===== src/shared/cwm_pkg.sv =====
package cwm_pkg;
  localparam int CLK_MHZ      = 125;
  localparam int CNT_W        = 17;
  localparam int WAKE_PULSES  = 3;
  localparam int WAKE_MIN_NS  = 500;
  localparam int WAKE_MIN_CYC = (WAKE_MIN_NS * CLK_MHZ + 999) / 1000;
  localparam int WAKE_MAX_US  = 500;
  localparam int WAKE_MAX_CYC = WAKE_MAX_US * CLK_MHZ;
  localparam int WAKE_GAP_US  = 500;
  localparam int WAKE_GAP_CYC = WAKE_GAP_US * CLK_MHZ;
  localparam int WAKE_WIN_MS  = 1;
  localparam int WAKE_WIN_CYC = WAKE_WIN_MS * 1000 * CLK_MHZ;
  localparam int TXD_US       = 360;
  localparam int TXD_CYC      = TXD_US * CLK_MHZ;
  localparam int INT_PULSE_CYC  = 16;
  localparam int RESET_HOLD_CYC = 32;

  // apb byte offsets
  localparam logic [7:0] OFS_CTRL  = 8'h00;
  localparam logic [7:0] OFS_XCVR  = 8'h04;
  localparam logic [7:0] OFS_IO    = 8'h08;
  localparam logic [7:0] OFS_INTEN = 8'h0C;
  localparam logic [7:0] OFS_CMD   = 8'h10;
  // command byte register indices and fields
  localparam logic [2:0] IDX_CTRL  = 3'h0;
  localparam logic [2:0] IDX_XCVR  = 3'h1;
  localparam logic [2:0] IDX_IO    = 3'h2;
  localparam logic [2:0] IDX_INTEN = 3'h3;
  localparam int CMD_ADR_MSB = 7;
  localparam int CMD_ADR_LSB = 5;
  localparam int CMD_RW_BIT  = 4;
  localparam int CTRL_FAIL_BIT  = 3;
  localparam int IO_SLOW_BIT    = 0;
  localparam int IO_LIVE_BIT    = 1;
  localparam int INTEN_FAIL_BIT = 0;
  localparam int INTEN_SLOW_BIT = 1;
  localparam logic [1:0] INTEN_RST = 2'h0;

  typedef enum logic [2:0] {
    DM_NORMAL  = 3'b000,
    DM_STANDBY = 3'b001,
    DM_STOP    = 3'b011,
    DM_SLEEP   = 3'b010,
    DM_RESET   = 3'b110
  } cwm_dev_mode_t;

  typedef enum logic [1:0] {
    XM_NORMAL       = 2'b00,
    XM_SLEEP_WAKE   = 2'b01,
    XM_SLEEP_NOWAKE = 2'b11
  } cwm_xcvr_mode_t;

  typedef enum logic [1:0] {
    WK_IDLE  = 2'b00,
    WK_PULSE = 2'b01,
    WK_GAP   = 2'b11,
    WK_BAD   = 2'b10
  } cwm_wake_st_t;

  // transceiver register readout, bit 2 is the transmit fault
  typedef struct packed {
    logic overtemp;
    logic tx_stuck;
    logic overcurrent;
    logic bus_wake;
  } cwm_flags_t;

  // synchronised pins
  typedef struct packed {
    logic ballast;
    logic uv;
    logic supply_low;
    logic overcurrent;
    logic overtemp;
    logic tx;
    logic wake_dom;
  } cwm_pins_t;
endpackage

===== src/hw/cwm_monitor.sv =====
// The register addresses and the APB register port were decided locally.
`timescale 1ns/100ps
module cwm_monitor import cwm_pkg::*; #(
  parameter int WAKE_MIN_P   = WAKE_MIN_CYC,
  parameter int WAKE_MAX_P   = WAKE_MAX_CYC,
  parameter int WAKE_GAP_P   = WAKE_GAP_CYC,
  parameter int WAKE_WIN_P   = WAKE_WIN_CYC,
  parameter int TXD_P        = TXD_CYC,
  parameter int INT_PULSE_P  = INT_PULSE_CYC,
  parameter int RESET_HOLD_P = RESET_HOLD_CYC
) (
  input  wire logic        ref_clk_in,
  input  wire logic        resetn_in,
  input  wire logic        psel_in,
  input  wire logic        penable_in,
  input  wire logic        pwrite_in,
  input  wire logic [7:0]  paddr_in,
  input  wire logic [31:0] pwdata_in,
  output logic      [31:0] prdata_out,
  output logic             pready_out,
  output logic             pslverr_out,
  input  wire logic        wake_dominant_in,
  input  wire logic        tx_in,
  input  wire logic        driver_overtemp_in,
  input  wire logic        driver_overcurrent_in,
  input  wire logic        transceiver_supply_low_in,
  input  wire logic        main_regulator_uv_in,
  input  wire logic        ballast_mode_in,
  output logic             main_regulator_on_out,
  output logic             transceiver_supply_on_out,
  output logic             mcu_reset_n_out,
  output logic             int_n_out,
  output logic             driver_enable_out,
  output logic             receiver_enable_out
);
  // elaboration checks on the timing parameters
  if (WAKE_MIN_P < 1 || WAKE_MIN_P >= WAKE_MAX_P || WAKE_MAX_P > WAKE_WIN_P) begin : g_bad_wake
    $error("wake timing parameters inconsistent");
  end
  if (WAKE_WIN_P >= 2**CNT_W || TXD_P >= 2**CNT_W || WAKE_GAP_P >= 2**CNT_W) begin : g_bad_w
    $error("timing parameter exceeds counter width");
  end
  if (INT_PULSE_P < 1 || INT_PULSE_P > 255
      || RESET_HOLD_P < 1 || RESET_HOLD_P > 255) begin : g_bad_p
    $error("pulse or reset hold parameter out of range");
  end

  localparam logic [CNT_W-1:0] MIN_C = CNT_W'(WAKE_MIN_P);
  localparam logic [CNT_W-1:0] MAX_C = CNT_W'(WAKE_MAX_P);
  localparam logic [CNT_W-1:0] GAP_C = CNT_W'(WAKE_GAP_P);
  localparam logic [CNT_W-1:0] WIN_C = CNT_W'(WAKE_WIN_P);
  localparam logic [CNT_W-1:0] TXD_C = CNT_W'(TXD_P);
  localparam logic [7:0]       INT_C = 8'(INT_PULSE_P);
  localparam logic [7:0]       RST_C = 8'(RESET_HOLD_P);
  localparam logic [1:0]       NPUL  = 2'(WAKE_PULSES);

  // two-flop synchronisers; only the second stage is read by logic
  cwm_pins_t pin_raw;
  cwm_pins_t sync_a;
  cwm_pins_t pin;
  assign pin_raw = '{ballast: ballast_mode_in, uv: main_regulator_uv_in,
                     supply_low: transceiver_supply_low_in,
                     overcurrent: driver_overcurrent_in, overtemp: driver_overtemp_in,
                     tx: tx_in, wake_dom: wake_dominant_in};
  always_ff @(posedge ref_clk_in or negedge resetn_in) begin
    if (!resetn_in) begin
      sync_a <= '{ballast: 1'b0, uv: 1'b0, supply_low: 1'b0, overcurrent: 1'b0,
                  overtemp: 1'b0, tx: 1'b1, wake_dom: 1'b0};
      pin    <= '{ballast: 1'b0, uv: 1'b0, supply_low: 1'b0, overcurrent: 1'b0,
                  overtemp: 1'b0, tx: 1'b1, wake_dom: 1'b0};
    end else begin
      sync_a <= pin_raw;
      pin    <= sync_a;
    end
  end

  cwm_dev_mode_t  dev_mode;
  cwm_xcvr_mode_t xcvr_mode;
  cwm_wake_st_t   wake_st;
  cwm_flags_t     flags;
  logic             fail_flag;
  logic             slow_flag;
  logic [1:0]       inten;
  logic             tx_stuck;
  logic [CNT_W-1:0] txd_cnt;
  logic [CNT_W-1:0] width_cnt;
  logic [CNT_W-1:0] gap_cnt;
  logic [CNT_W-1:0] win_cnt;
  logic [1:0]       pul_cnt;
  logic             wake_evt;
  logic [7:0]       int_cnt;
  logic [7:0]       rst_cnt;
  logic [7:0]       cmd_resp;
  logic             ot_d;
  logic             oc_d;
  logic             stuck_d;
  logic             slow_d;

  // live supply-low depends on how the transceiver supply is fed
  logic slow_live;
  assign slow_live = pin.ballast ? pin.supply_low : pin.uv;

  // apb phases: reads snapshot and clear at setup, writes land at completion
  logic setup;
  logic done;
  assign setup = psel_in && !penable_in;
  assign done  = psel_in && penable_in && pready_out;

  // register access, either direct or through the command byte
  logic       cmd_sel;
  logic       acc_map;
  logic [2:0] acc_idx;
  logic       acc_rw;
  logic [3:0] acc_data;
  always_comb begin
    cmd_sel  = paddr_in == OFS_CMD;
    acc_map  = 1'b1;
    acc_idx  = IDX_CTRL;
    acc_rw   = pwrite_in;
    acc_data = pwdata_in[3:0];
    case (paddr_in)
      OFS_CTRL:  acc_idx = IDX_CTRL;
      OFS_XCVR:  acc_idx = IDX_XCVR;
      OFS_IO:    acc_idx = IDX_IO;
      OFS_INTEN: acc_idx = IDX_INTEN;
      OFS_CMD: begin
        acc_idx = pwdata_in[CMD_ADR_MSB:CMD_ADR_LSB];
        acc_rw  = pwdata_in[CMD_RW_BIT];
      end
      default:   acc_map = 1'b0;
    endcase
  end

  // a command byte is only acted on when written
  logic do_rd;
  logic do_wr;
  assign do_rd = acc_map && !acc_rw && (cmd_sel ? (pwrite_in && done) : setup);
  assign do_wr = acc_map && acc_rw && pwrite_in && done;

  logic [3:0] rd_val;
  always_comb begin
    case (acc_idx)
      IDX_CTRL:  rd_val = {fail_flag, dev_mode};
      IDX_XCVR:  rd_val = flags;
      IDX_IO:    rd_val = {2'b00, slow_live, slow_flag};
      IDX_INTEN: rd_val = {2'b00, inten};
      default:   rd_val = 4'h0;
    endcase
  end

  logic rd_ctrl;
  logic rd_xcvr;
  logic rd_io;
  assign rd_ctrl = do_rd && acc_idx == IDX_CTRL;
  assign rd_xcvr = do_rd && acc_idx == IDX_XCVR;
  assign rd_io   = do_rd && acc_idx == IDX_IO;

  // apb answer: one access cycle, no waits
  always_ff @(posedge ref_clk_in or negedge resetn_in) begin
    if (!resetn_in) begin
      pready_out  <= 1'b0;
      pslverr_out <= 1'b0;
      prdata_out  <= 32'h0;
    end else begin
      pready_out  <= setup;
      pslverr_out <= setup && !acc_map;
      if (setup) begin
        prdata_out <= 32'h0;
        if (!pwrite_in && cmd_sel) begin
          prdata_out <= {24'h0, cmd_resp};
        end else if (!pwrite_in && acc_map) begin
          prdata_out <= {28'h0, rd_val};
        end
      end
    end
  end

  // command byte echo: address, direction and the nibble written or read back
  always_ff @(posedge ref_clk_in or negedge resetn_in) begin
    if (!resetn_in) begin
      cmd_resp <= 8'h0;
    end else if (cmd_sel && pwrite_in && done && acc_map) begin
      cmd_resp <= {acc_idx, acc_rw, acc_rw ? acc_data : rd_val};
    end
  end

  // transceiver mode and interrupt enables
  always_ff @(posedge ref_clk_in or negedge resetn_in) begin
    if (!resetn_in) begin
      xcvr_mode <= XM_NORMAL;
      inten     <= INTEN_RST;
    end else if (do_wr) begin
      if (acc_idx == IDX_XCVR) begin
        case (acc_data[1:0])
          XM_NORMAL:       xcvr_mode <= XM_NORMAL;
          XM_SLEEP_WAKE:   xcvr_mode <= XM_SLEEP_WAKE;
          XM_SLEEP_NOWAKE: xcvr_mode <= XM_SLEEP_NOWAKE;
          default:         xcvr_mode <= xcvr_mode;
        endcase
      end
      if (acc_idx == IDX_INTEN) begin
        inten <= acc_data[1:0];
      end
    end
  end

  // pattern detector runs only while asleep with wake armed
  logic armed;
  logic dom;
  assign armed = xcvr_mode == XM_SLEEP_WAKE;
  assign dom   = pin.wake_dom;
  always_ff @(posedge ref_clk_in or negedge resetn_in) begin
    if (!resetn_in) begin
      wake_st   <= WK_IDLE;
      width_cnt <= '0;
      gap_cnt   <= '0;
      win_cnt   <= '0;
      pul_cnt   <= 2'h0;
      wake_evt  <= 1'b0;
    end else begin
      wake_evt <= 1'b0;
      if (wake_st != WK_IDLE && win_cnt != WIN_C) begin
        win_cnt <= win_cnt + 1'b1;
      end
      if (!armed) begin
        wake_st   <= WK_IDLE;
        pul_cnt   <= 2'h0;
        win_cnt   <= '0;
        width_cnt <= '0;
        gap_cnt   <= '0;
      end else begin
        case (wake_st)
          WK_IDLE: begin
            win_cnt <= '0;
            pul_cnt <= 2'h0;
            if (dom) begin
              wake_st   <= WK_PULSE;
              width_cnt <= CNT_W'(1);
            end
          end
          WK_PULSE: begin
            if (win_cnt >= WIN_C || width_cnt >= MAX_C) begin
              wake_st <= WK_BAD;
              pul_cnt <= 2'h0;
            end else if (dom) begin
              width_cnt <= width_cnt + 1'b1;
            end else if (width_cnt < MIN_C) begin
              wake_st <= WK_IDLE;
              pul_cnt <= 2'h0;
            end else if (pul_cnt + 2'h1 == NPUL) begin
              wake_st  <= WK_IDLE;
              pul_cnt  <= 2'h0;
              wake_evt <= 1'b1;
            end else begin
              wake_st <= WK_GAP;
              pul_cnt <= pul_cnt + 2'h1;
              gap_cnt <= '0;
            end
          end
          WK_GAP: begin
            if (win_cnt >= WIN_C || gap_cnt >= GAP_C) begin
              wake_st <= dom ? WK_BAD : WK_IDLE;
              pul_cnt <= 2'h0;
            end else if (dom) begin
              wake_st   <= WK_PULSE;
              width_cnt <= CNT_W'(1);
            end else begin
              gap_cnt <= gap_cnt + 1'b1;
            end
          end
          WK_BAD: begin
            // overlong pulse must end before a new one can start
            pul_cnt <= 2'h0;
            if (!dom) begin
              wake_st <= WK_IDLE;
            end
          end
          default: wake_st <= WK_IDLE;
        endcase
      end
    end
  end

  // stuck-dominant timer on the transmit input
  always_ff @(posedge ref_clk_in or negedge resetn_in) begin
    if (!resetn_in) begin
      txd_cnt  <= '0;
      tx_stuck <= 1'b0;
    end else if (pin.tx) begin
      txd_cnt  <= '0;
      tx_stuck <= 1'b0;
    end else if (txd_cnt >= TXD_C) begin
      tx_stuck <= 1'b1;
    end else begin
      txd_cnt <= txd_cnt + 1'b1;
    end
  end

  // fault edges for the general flag and interrupt
  always_ff @(posedge ref_clk_in or negedge resetn_in) begin
    if (!resetn_in) begin
      ot_d    <= 1'b0;
      oc_d    <= 1'b0;
      stuck_d <= 1'b0;
      slow_d  <= 1'b0;
    end else begin
      ot_d    <= pin.overtemp;
      oc_d    <= pin.overcurrent;
      stuck_d <= tx_stuck;
      slow_d  <= slow_live;
    end
  end
  logic fail_evt;
  logic slow_evt;
  assign fail_evt = (tx_stuck && !stuck_d) || (pin.overtemp && !ot_d)
                  || (pin.overcurrent && !oc_d);
  assign slow_evt = slow_live && !slow_d;

  // latched flags: a set in the clearing read cycle wins
  always_ff @(posedge ref_clk_in or negedge resetn_in) begin
    if (!resetn_in) begin
      flags     <= '0;
      fail_flag <= 1'b0;
      slow_flag <= 1'b0;
    end else begin
      if (wake_evt) begin
        flags.bus_wake <= 1'b1;
      end else if (rd_xcvr && xcvr_mode == XM_NORMAL) begin
        flags.bus_wake <= 1'b0;
      end
      if (tx_stuck) begin
        flags.tx_stuck <= 1'b1;
      end else if (rd_xcvr) begin
        flags.tx_stuck <= 1'b0;
      end
      if (pin.overtemp) begin
        flags.overtemp <= 1'b1;
      end else if (rd_xcvr) begin
        flags.overtemp <= 1'b0;
      end
      if (pin.overcurrent) begin
        flags.overcurrent <= 1'b1;
      end else if (rd_xcvr) begin
        flags.overcurrent <= 1'b0;
      end
      if (fail_evt) begin
        fail_flag <= 1'b1;
      end else if (rd_ctrl && !tx_stuck && !pin.overtemp && !pin.overcurrent) begin
        fail_flag <= 1'b0;
      end
      if (slow_live) begin
        slow_flag <= 1'b1;
      end else if (rd_io) begin
        slow_flag <= 1'b0;
      end
    end
  end

  // device mode; undervoltage beats wake-up beats software
  always_ff @(posedge ref_clk_in or negedge resetn_in) begin
    if (!resetn_in) begin
      dev_mode <= DM_RESET;
      rst_cnt  <= 8'h0;
    end else if (!pin.ballast && pin.uv) begin
      dev_mode <= DM_RESET;
      rst_cnt  <= 8'h0;
    end else if (wake_evt && dev_mode == DM_SLEEP) begin
      dev_mode <= DM_RESET;
      rst_cnt  <= 8'h0;
    end else if (wake_evt && dev_mode == DM_STOP) begin
      dev_mode <= DM_NORMAL;
    end else if (dev_mode == DM_RESET) begin
      // mcu held in reset for a fixed time after the regulator comes up
      if (rst_cnt >= RST_C) begin
        dev_mode <= DM_NORMAL;
      end else begin
        rst_cnt <= rst_cnt + 8'h1;
      end
    end else if (do_wr && acc_idx == IDX_CTRL) begin
      case (acc_data[2:0])
        DM_NORMAL:  dev_mode <= DM_NORMAL;
        DM_STANDBY: dev_mode <= DM_STANDBY;
        DM_STOP:    dev_mode <= DM_STOP;
        DM_SLEEP:   dev_mode <= DM_SLEEP;
        default:    dev_mode <= dev_mode;
      endcase
    end
  end

  // interrupt pulse: stop-mode wake always, faults when enabled
  logic int_trig;
  assign int_trig = (wake_evt && dev_mode == DM_STOP)
                  || (fail_evt && inten[INTEN_FAIL_BIT])
                  || (slow_evt && inten[INTEN_SLOW_BIT]);
  always_ff @(posedge ref_clk_in or negedge resetn_in) begin
    if (!resetn_in) begin
      int_cnt   <= 8'h0;
      int_n_out <= 1'b1;
    end else begin
      if (int_trig) begin
        int_cnt <= INT_C;
      end else if (int_cnt != 8'h0) begin
        int_cnt <= int_cnt - 8'h1;
      end
      int_n_out <= !(int_trig || int_cnt > 8'h1);
    end
  end

  // supply and driver controls, all registered
  logic sup_on;
  assign sup_on = dev_mode == DM_NORMAL || (dev_mode == DM_STANDBY && !pin.ballast);
  always_ff @(posedge ref_clk_in or negedge resetn_in) begin
    if (!resetn_in) begin
      main_regulator_on_out     <= 1'b1;
      transceiver_supply_on_out <= 1'b0;
      mcu_reset_n_out           <= 1'b0;
      driver_enable_out         <= 1'b0;
      receiver_enable_out       <= 1'b0;
    end else begin
      main_regulator_on_out     <= dev_mode != DM_SLEEP;
      transceiver_supply_on_out <= sup_on;
      mcu_reset_n_out           <= dev_mode != DM_RESET;
      driver_enable_out         <= xcvr_mode == XM_NORMAL && sup_on && !slow_live
                                   && !tx_stuck && !pin.overtemp;
      receiver_enable_out       <= xcvr_mode == XM_NORMAL && sup_on && !slow_live;
    end
  end
endmodule


===== config.mk =====
export PLATFORM = sky130hd
export DESIGN_NAME = cwm_monitor
export DESIGN_NICKNAME = d
export VERILOG_FILES = /design/src/shared/cwm_pkg.sv /design/src/hw/cwm_monitor.sv
export SDC_FILE = /design/constraint.sdc
export NUM_CORES = 1
export LEC_CHECK = 0
export CORE_UTILIZATION = 44
export DETAILED_ROUTE_END_ITERATION = 16
export DONT_BUFFER_PORTS = 1
export PLACE_DENSITY = 0.58
export SYNTH_ARGS = -nofsm -noshare
export SYNTH_HDL_FRONTEND = slang
export SYNTH_SLANG_ARGS = --single-unit

===== constraint.sdc =====
create_clock -name ref_clk_in -period 3.6 [get_ports ref_clk_in]
set_clock_uncertainty 0.05 [all_clocks]
set_input_delay 1.08 -clock ref_clk_in [delete_from_list [all_inputs] [get_ports ref_clk_in]]
set_output_delay 1.08 -clock ref_clk_in [all_outputs]
set_load 0.005 [all_outputs]

==> impl_metrics.env <==
export IMPL_worst_pin_slew_ns=1.16
export IMPL_clock_sinks=145
export IMPL_hold_viol=0
export IMPL_path_max_fanout=6
export IMPL_crit_arrival_ns=3.06
export IMPL_rows=48
export IMPL_clockBufferDepth=2
export IMPL_nFillCells=1592
export IMPL_r2r_end="width_cnt[10]"
export IMPL_syn_avg_cell_area_um2=9.88
export IMPL_clock_latency_ns=0.42
export IMPL_ys_warn_count=0
export IMPL_numCtsBuffers=17
export IMPL_ctsRootBufferMaster="clkbuf_16"
export IMPL_grt_max_degree=146
export IMPL_period_needed_ns=2.83
export IMPL_netlist_area_mm2=0.00771
export IMPL_post_route_period_util_pct=78.7
export IMPL_slew_headroom_pct=21.9
export IMPL_postRouteAntennaNets=0
export IMPL_io_pins=92
export IMPL_htree_levels=4
export IMPL_maxCapViolCount=0
export IMPL_dieWidth_um=134
export IMPL_synthCells=780
export IMPL_max_stage_delay_ns=0.56
export IMPL_setup_tns_ns=0
export IMPL_drive_gt1_share_pct=9.16
export IMPL_cp_end_kind="register"
export IMPL_dp_cells=979
export IMPL_hold_buffers=0
export IMPL_rsz0062_at_grt="no"
export IMPL_synth_seq_area_share_pct=47.2
export IMPL_powerDensity_mw_per_mm2=464
export IMPL_dr_pass1_iters=5
export IMPL_io_buffer_count=0
export IMPL_r2r_start="win_cnt[3]"
export IMPL_setup_violations=0
export IMPL_ctsResizeCount=0
export IMPL_finalMaxSlewViolations=0
export IMPL_fin_nets=837
export IMPL_finalWeightedCongestion=0.832
export IMPL_startpoint_type="input pin"
export IMPL_path_cells="or4_4, a211oi_2, mux2_2, a222oi_1, o221ai_1"
export IMPL_clkTransAtPathRegs_ns=0.06
export IMPL_async_flop_share_pct=100
export IMPL_vias=5920
export IMPL_synth_ff_type="dfrtp_1"
export IMPL_r2r_cells=6
export IMPL_die_area_mm2=0.0181
export IMPL_via_per_inst=5.86
export IMPL_vdd_drop_max_mv=0.368
export IMPL_outcome="complete, no violations"
export IMPL_die_h_um=134
export IMPL_crit_type="input pin to register"
export IMPL_r2r_slack_ns=0.96
export IMPL_antenna_cells=0
export IMPL_crit_required_ns=3.83
export IMPL_antenna_found_initial=0
export IMPL_grt_pass1_vias=5687
export IMPL_hpwlAfterDp_um=11200
export IMPL_max_freq_ghz=0.353
export IMPL_hp_class="input pin to async pin"
export IMPL_critPathSlowestCell="or4_4"
export IMPL_core_area_mm2=0.0172
export IMPL_cts_tree="built"
export IMPL_drt_initial_drc_count=444
export IMPL_ys_types=83
export IMPL_grt_pass1_wl_um=28400
export IMPL_routed_wl_um=16600
export IMPL_synth_edf_count=0
export IMPL_p_leak_nw=3.67
export IMPL_drc=0
export IMPL_track_usage_pct=19.8
export IMPL_layoutNonFillerInstCount=1011
export IMPL_wire_per_inst_um=16.4
export IMPL_syn_to_final_growth_pct=8.93
export IMPL_overflow=0
export IMPL_post_cts_setup_buffers=0
export IMPL_start_util_pct=44.9
export IMPL_synth_seq_cells=145
-- worst max-delay path by stage --
stage	from	end	slack, ns	depth (start not counted)
finish	paddr_in[1]	cmd_resp[0]	0.77	5
floorplan	paddr_in[1]	cmd_resp[0]	0.64	5
global placement	paddr_in[1]	cmd_resp[0]	0.38	5
detailed placement	paddr_in[1]	cmd_resp[0]	0.31	5
CTS	paddr_in[1]	cmd_resp[0]	0.77	5
global route	paddr_in[1]	cmd_resp[0]	0.60	5
-- layer usage --
metal  wire, um  global-route usage (%)  up-vias
met4        207                    6.87        0
li1           -                       -     2810
met3        909                    5.29       17
met1       7750                    26.4     2926
met5          0                       0        -
met2       7700                    31.2      167
-- cells in the final DEF, fill, tap and decap left out, types with 17 or more instances in the layout --
cell type | synthesis | routed
a21oi_1 | 25 | 25
and3_1 | 22 | 22
clkbuf_16 | 0 | 17
conb_1 | 1 | 24
dfrtp_1 | 139 | 139
inv_1 | 33 | 33
nand2_1 | 60 | 60
nand3_1 | 34 | 34
nand4_1 | 20 | 20
nor2_1 | 70 | 70
o21ai_0 | 17 | 17
xnor2_1 | 20 | 20
-- report_power, final --
group	internal, W	switching (W)
combinational	0.000137	0.000173
clock	0.00108	0.000671
sequential	0.00174	0.0000972
total	0.00296	0.000941
-- state kept, by name, indices dropped and copies added, names as in the netlist, 4 cells and up --
name and count:
flags 4, prdata_out 8, gap_cnt 17, int_cnt 8, rst_cnt 8, txd_cnt 17, cmd_resp 8, win_cnt 17
pin 6, sync_a 7, width_cnt 17
-- area by class of cell --
cell class / count / area, um^2 / share of cell area, %
flip-flops and latches: 145 / 3640 / 43.3
repair buffers: 7 / 52.6 / 0.626
well taps: 225 / 282 / 3.35
clock buffers: 24 / 482 / 5.74
inverters: 33 / 124 / 1.47
multi-input cells: 569 / 3720 / 44.3
clock inverters: 8 / 105 / 1.25
-- kinds of logic (layout without fill, tap and decap cells) --
family | count (synthesis) | in the layout | share of synthesized area [%]
fa+ha+maj | 12 | 12 | 1.95
simple gates | 321 | 321 | 22.7
buf+inv | 89 | 72 | 5.83
other cells | 1 | 24 | 0.0486
flops | 145 | 145 | 47.2
xor+xnor | 30 | 30 | 3.41
compound gates | 165 | 165 | 16.6
mux | 17 | 17 | 2.34
-- worst max-delay path: cells and delay by family --
family | cells | cell delay [ns]
and+or+nand+nor | 1 | 0.56
muxes | 1 | 0.39
AOI/OAI and AO/OA | 3 | 1.03
-- cells in the mapped netlist, drive strengths merged, types with 4 or more instances --
master	count	area, um^2
nand3	34	170
and4	14	123
a41oi	6	78.8
and3	22	138
o211ai	7	57.6
nor4b	7	61.3
nor2b	10	62.6
or3	12	75.1
a211o	14	123
o21ai	23	119
xnor2	20	175
a221o	4	40.0
clkbuf	20	75.1
nand2b	7	43.8
nand4	20	125
a31oi	9	56.3
o221ai	5	43.8
a22o	4	35.0
dfstp	6	158
buf	36	250
nor4	17	113
mux2	8	90.1
nor3	13	75.1
inv	33	124
mux2i	9	90.1
o31ai	6	45.0
nand2	60	225
a21oi	25	125
or4	5	41.3
and2	10	62.6
a211oi	9	90.1
nor2	70	263
a21o	7	52.6
dfrtp	139	3480
a22oi	9	67.6
ha	12	150
xor2	10	87.6
-- per-stage QoR --
| step | power [W] | cell area (um^2) | util (%) | setup slack (ns) | hold WS [ns] |
|---|---|---|---|---|---|
| floorplan | 0.00212 | 7800 | - | 0.643 | 0.281 |
| global placement | 0.00215 | 7810 | 45.5 | 0.378 | 0.284 |
| detailed placement | 0.00218 | 7810 | 45.5 | 0.311 | 0.285 |
| CTS | 0.00396 | 8400 | 48.9 | 0.773 | 0.279 |
| global route | 0.00407 | 8400 | 48.9 | 0.604 | 0.274 |
| finish | 0.00390 | 8400 | 48.9 | 0.765 | 0.297 |
Power figures use the tool's default switching activity.
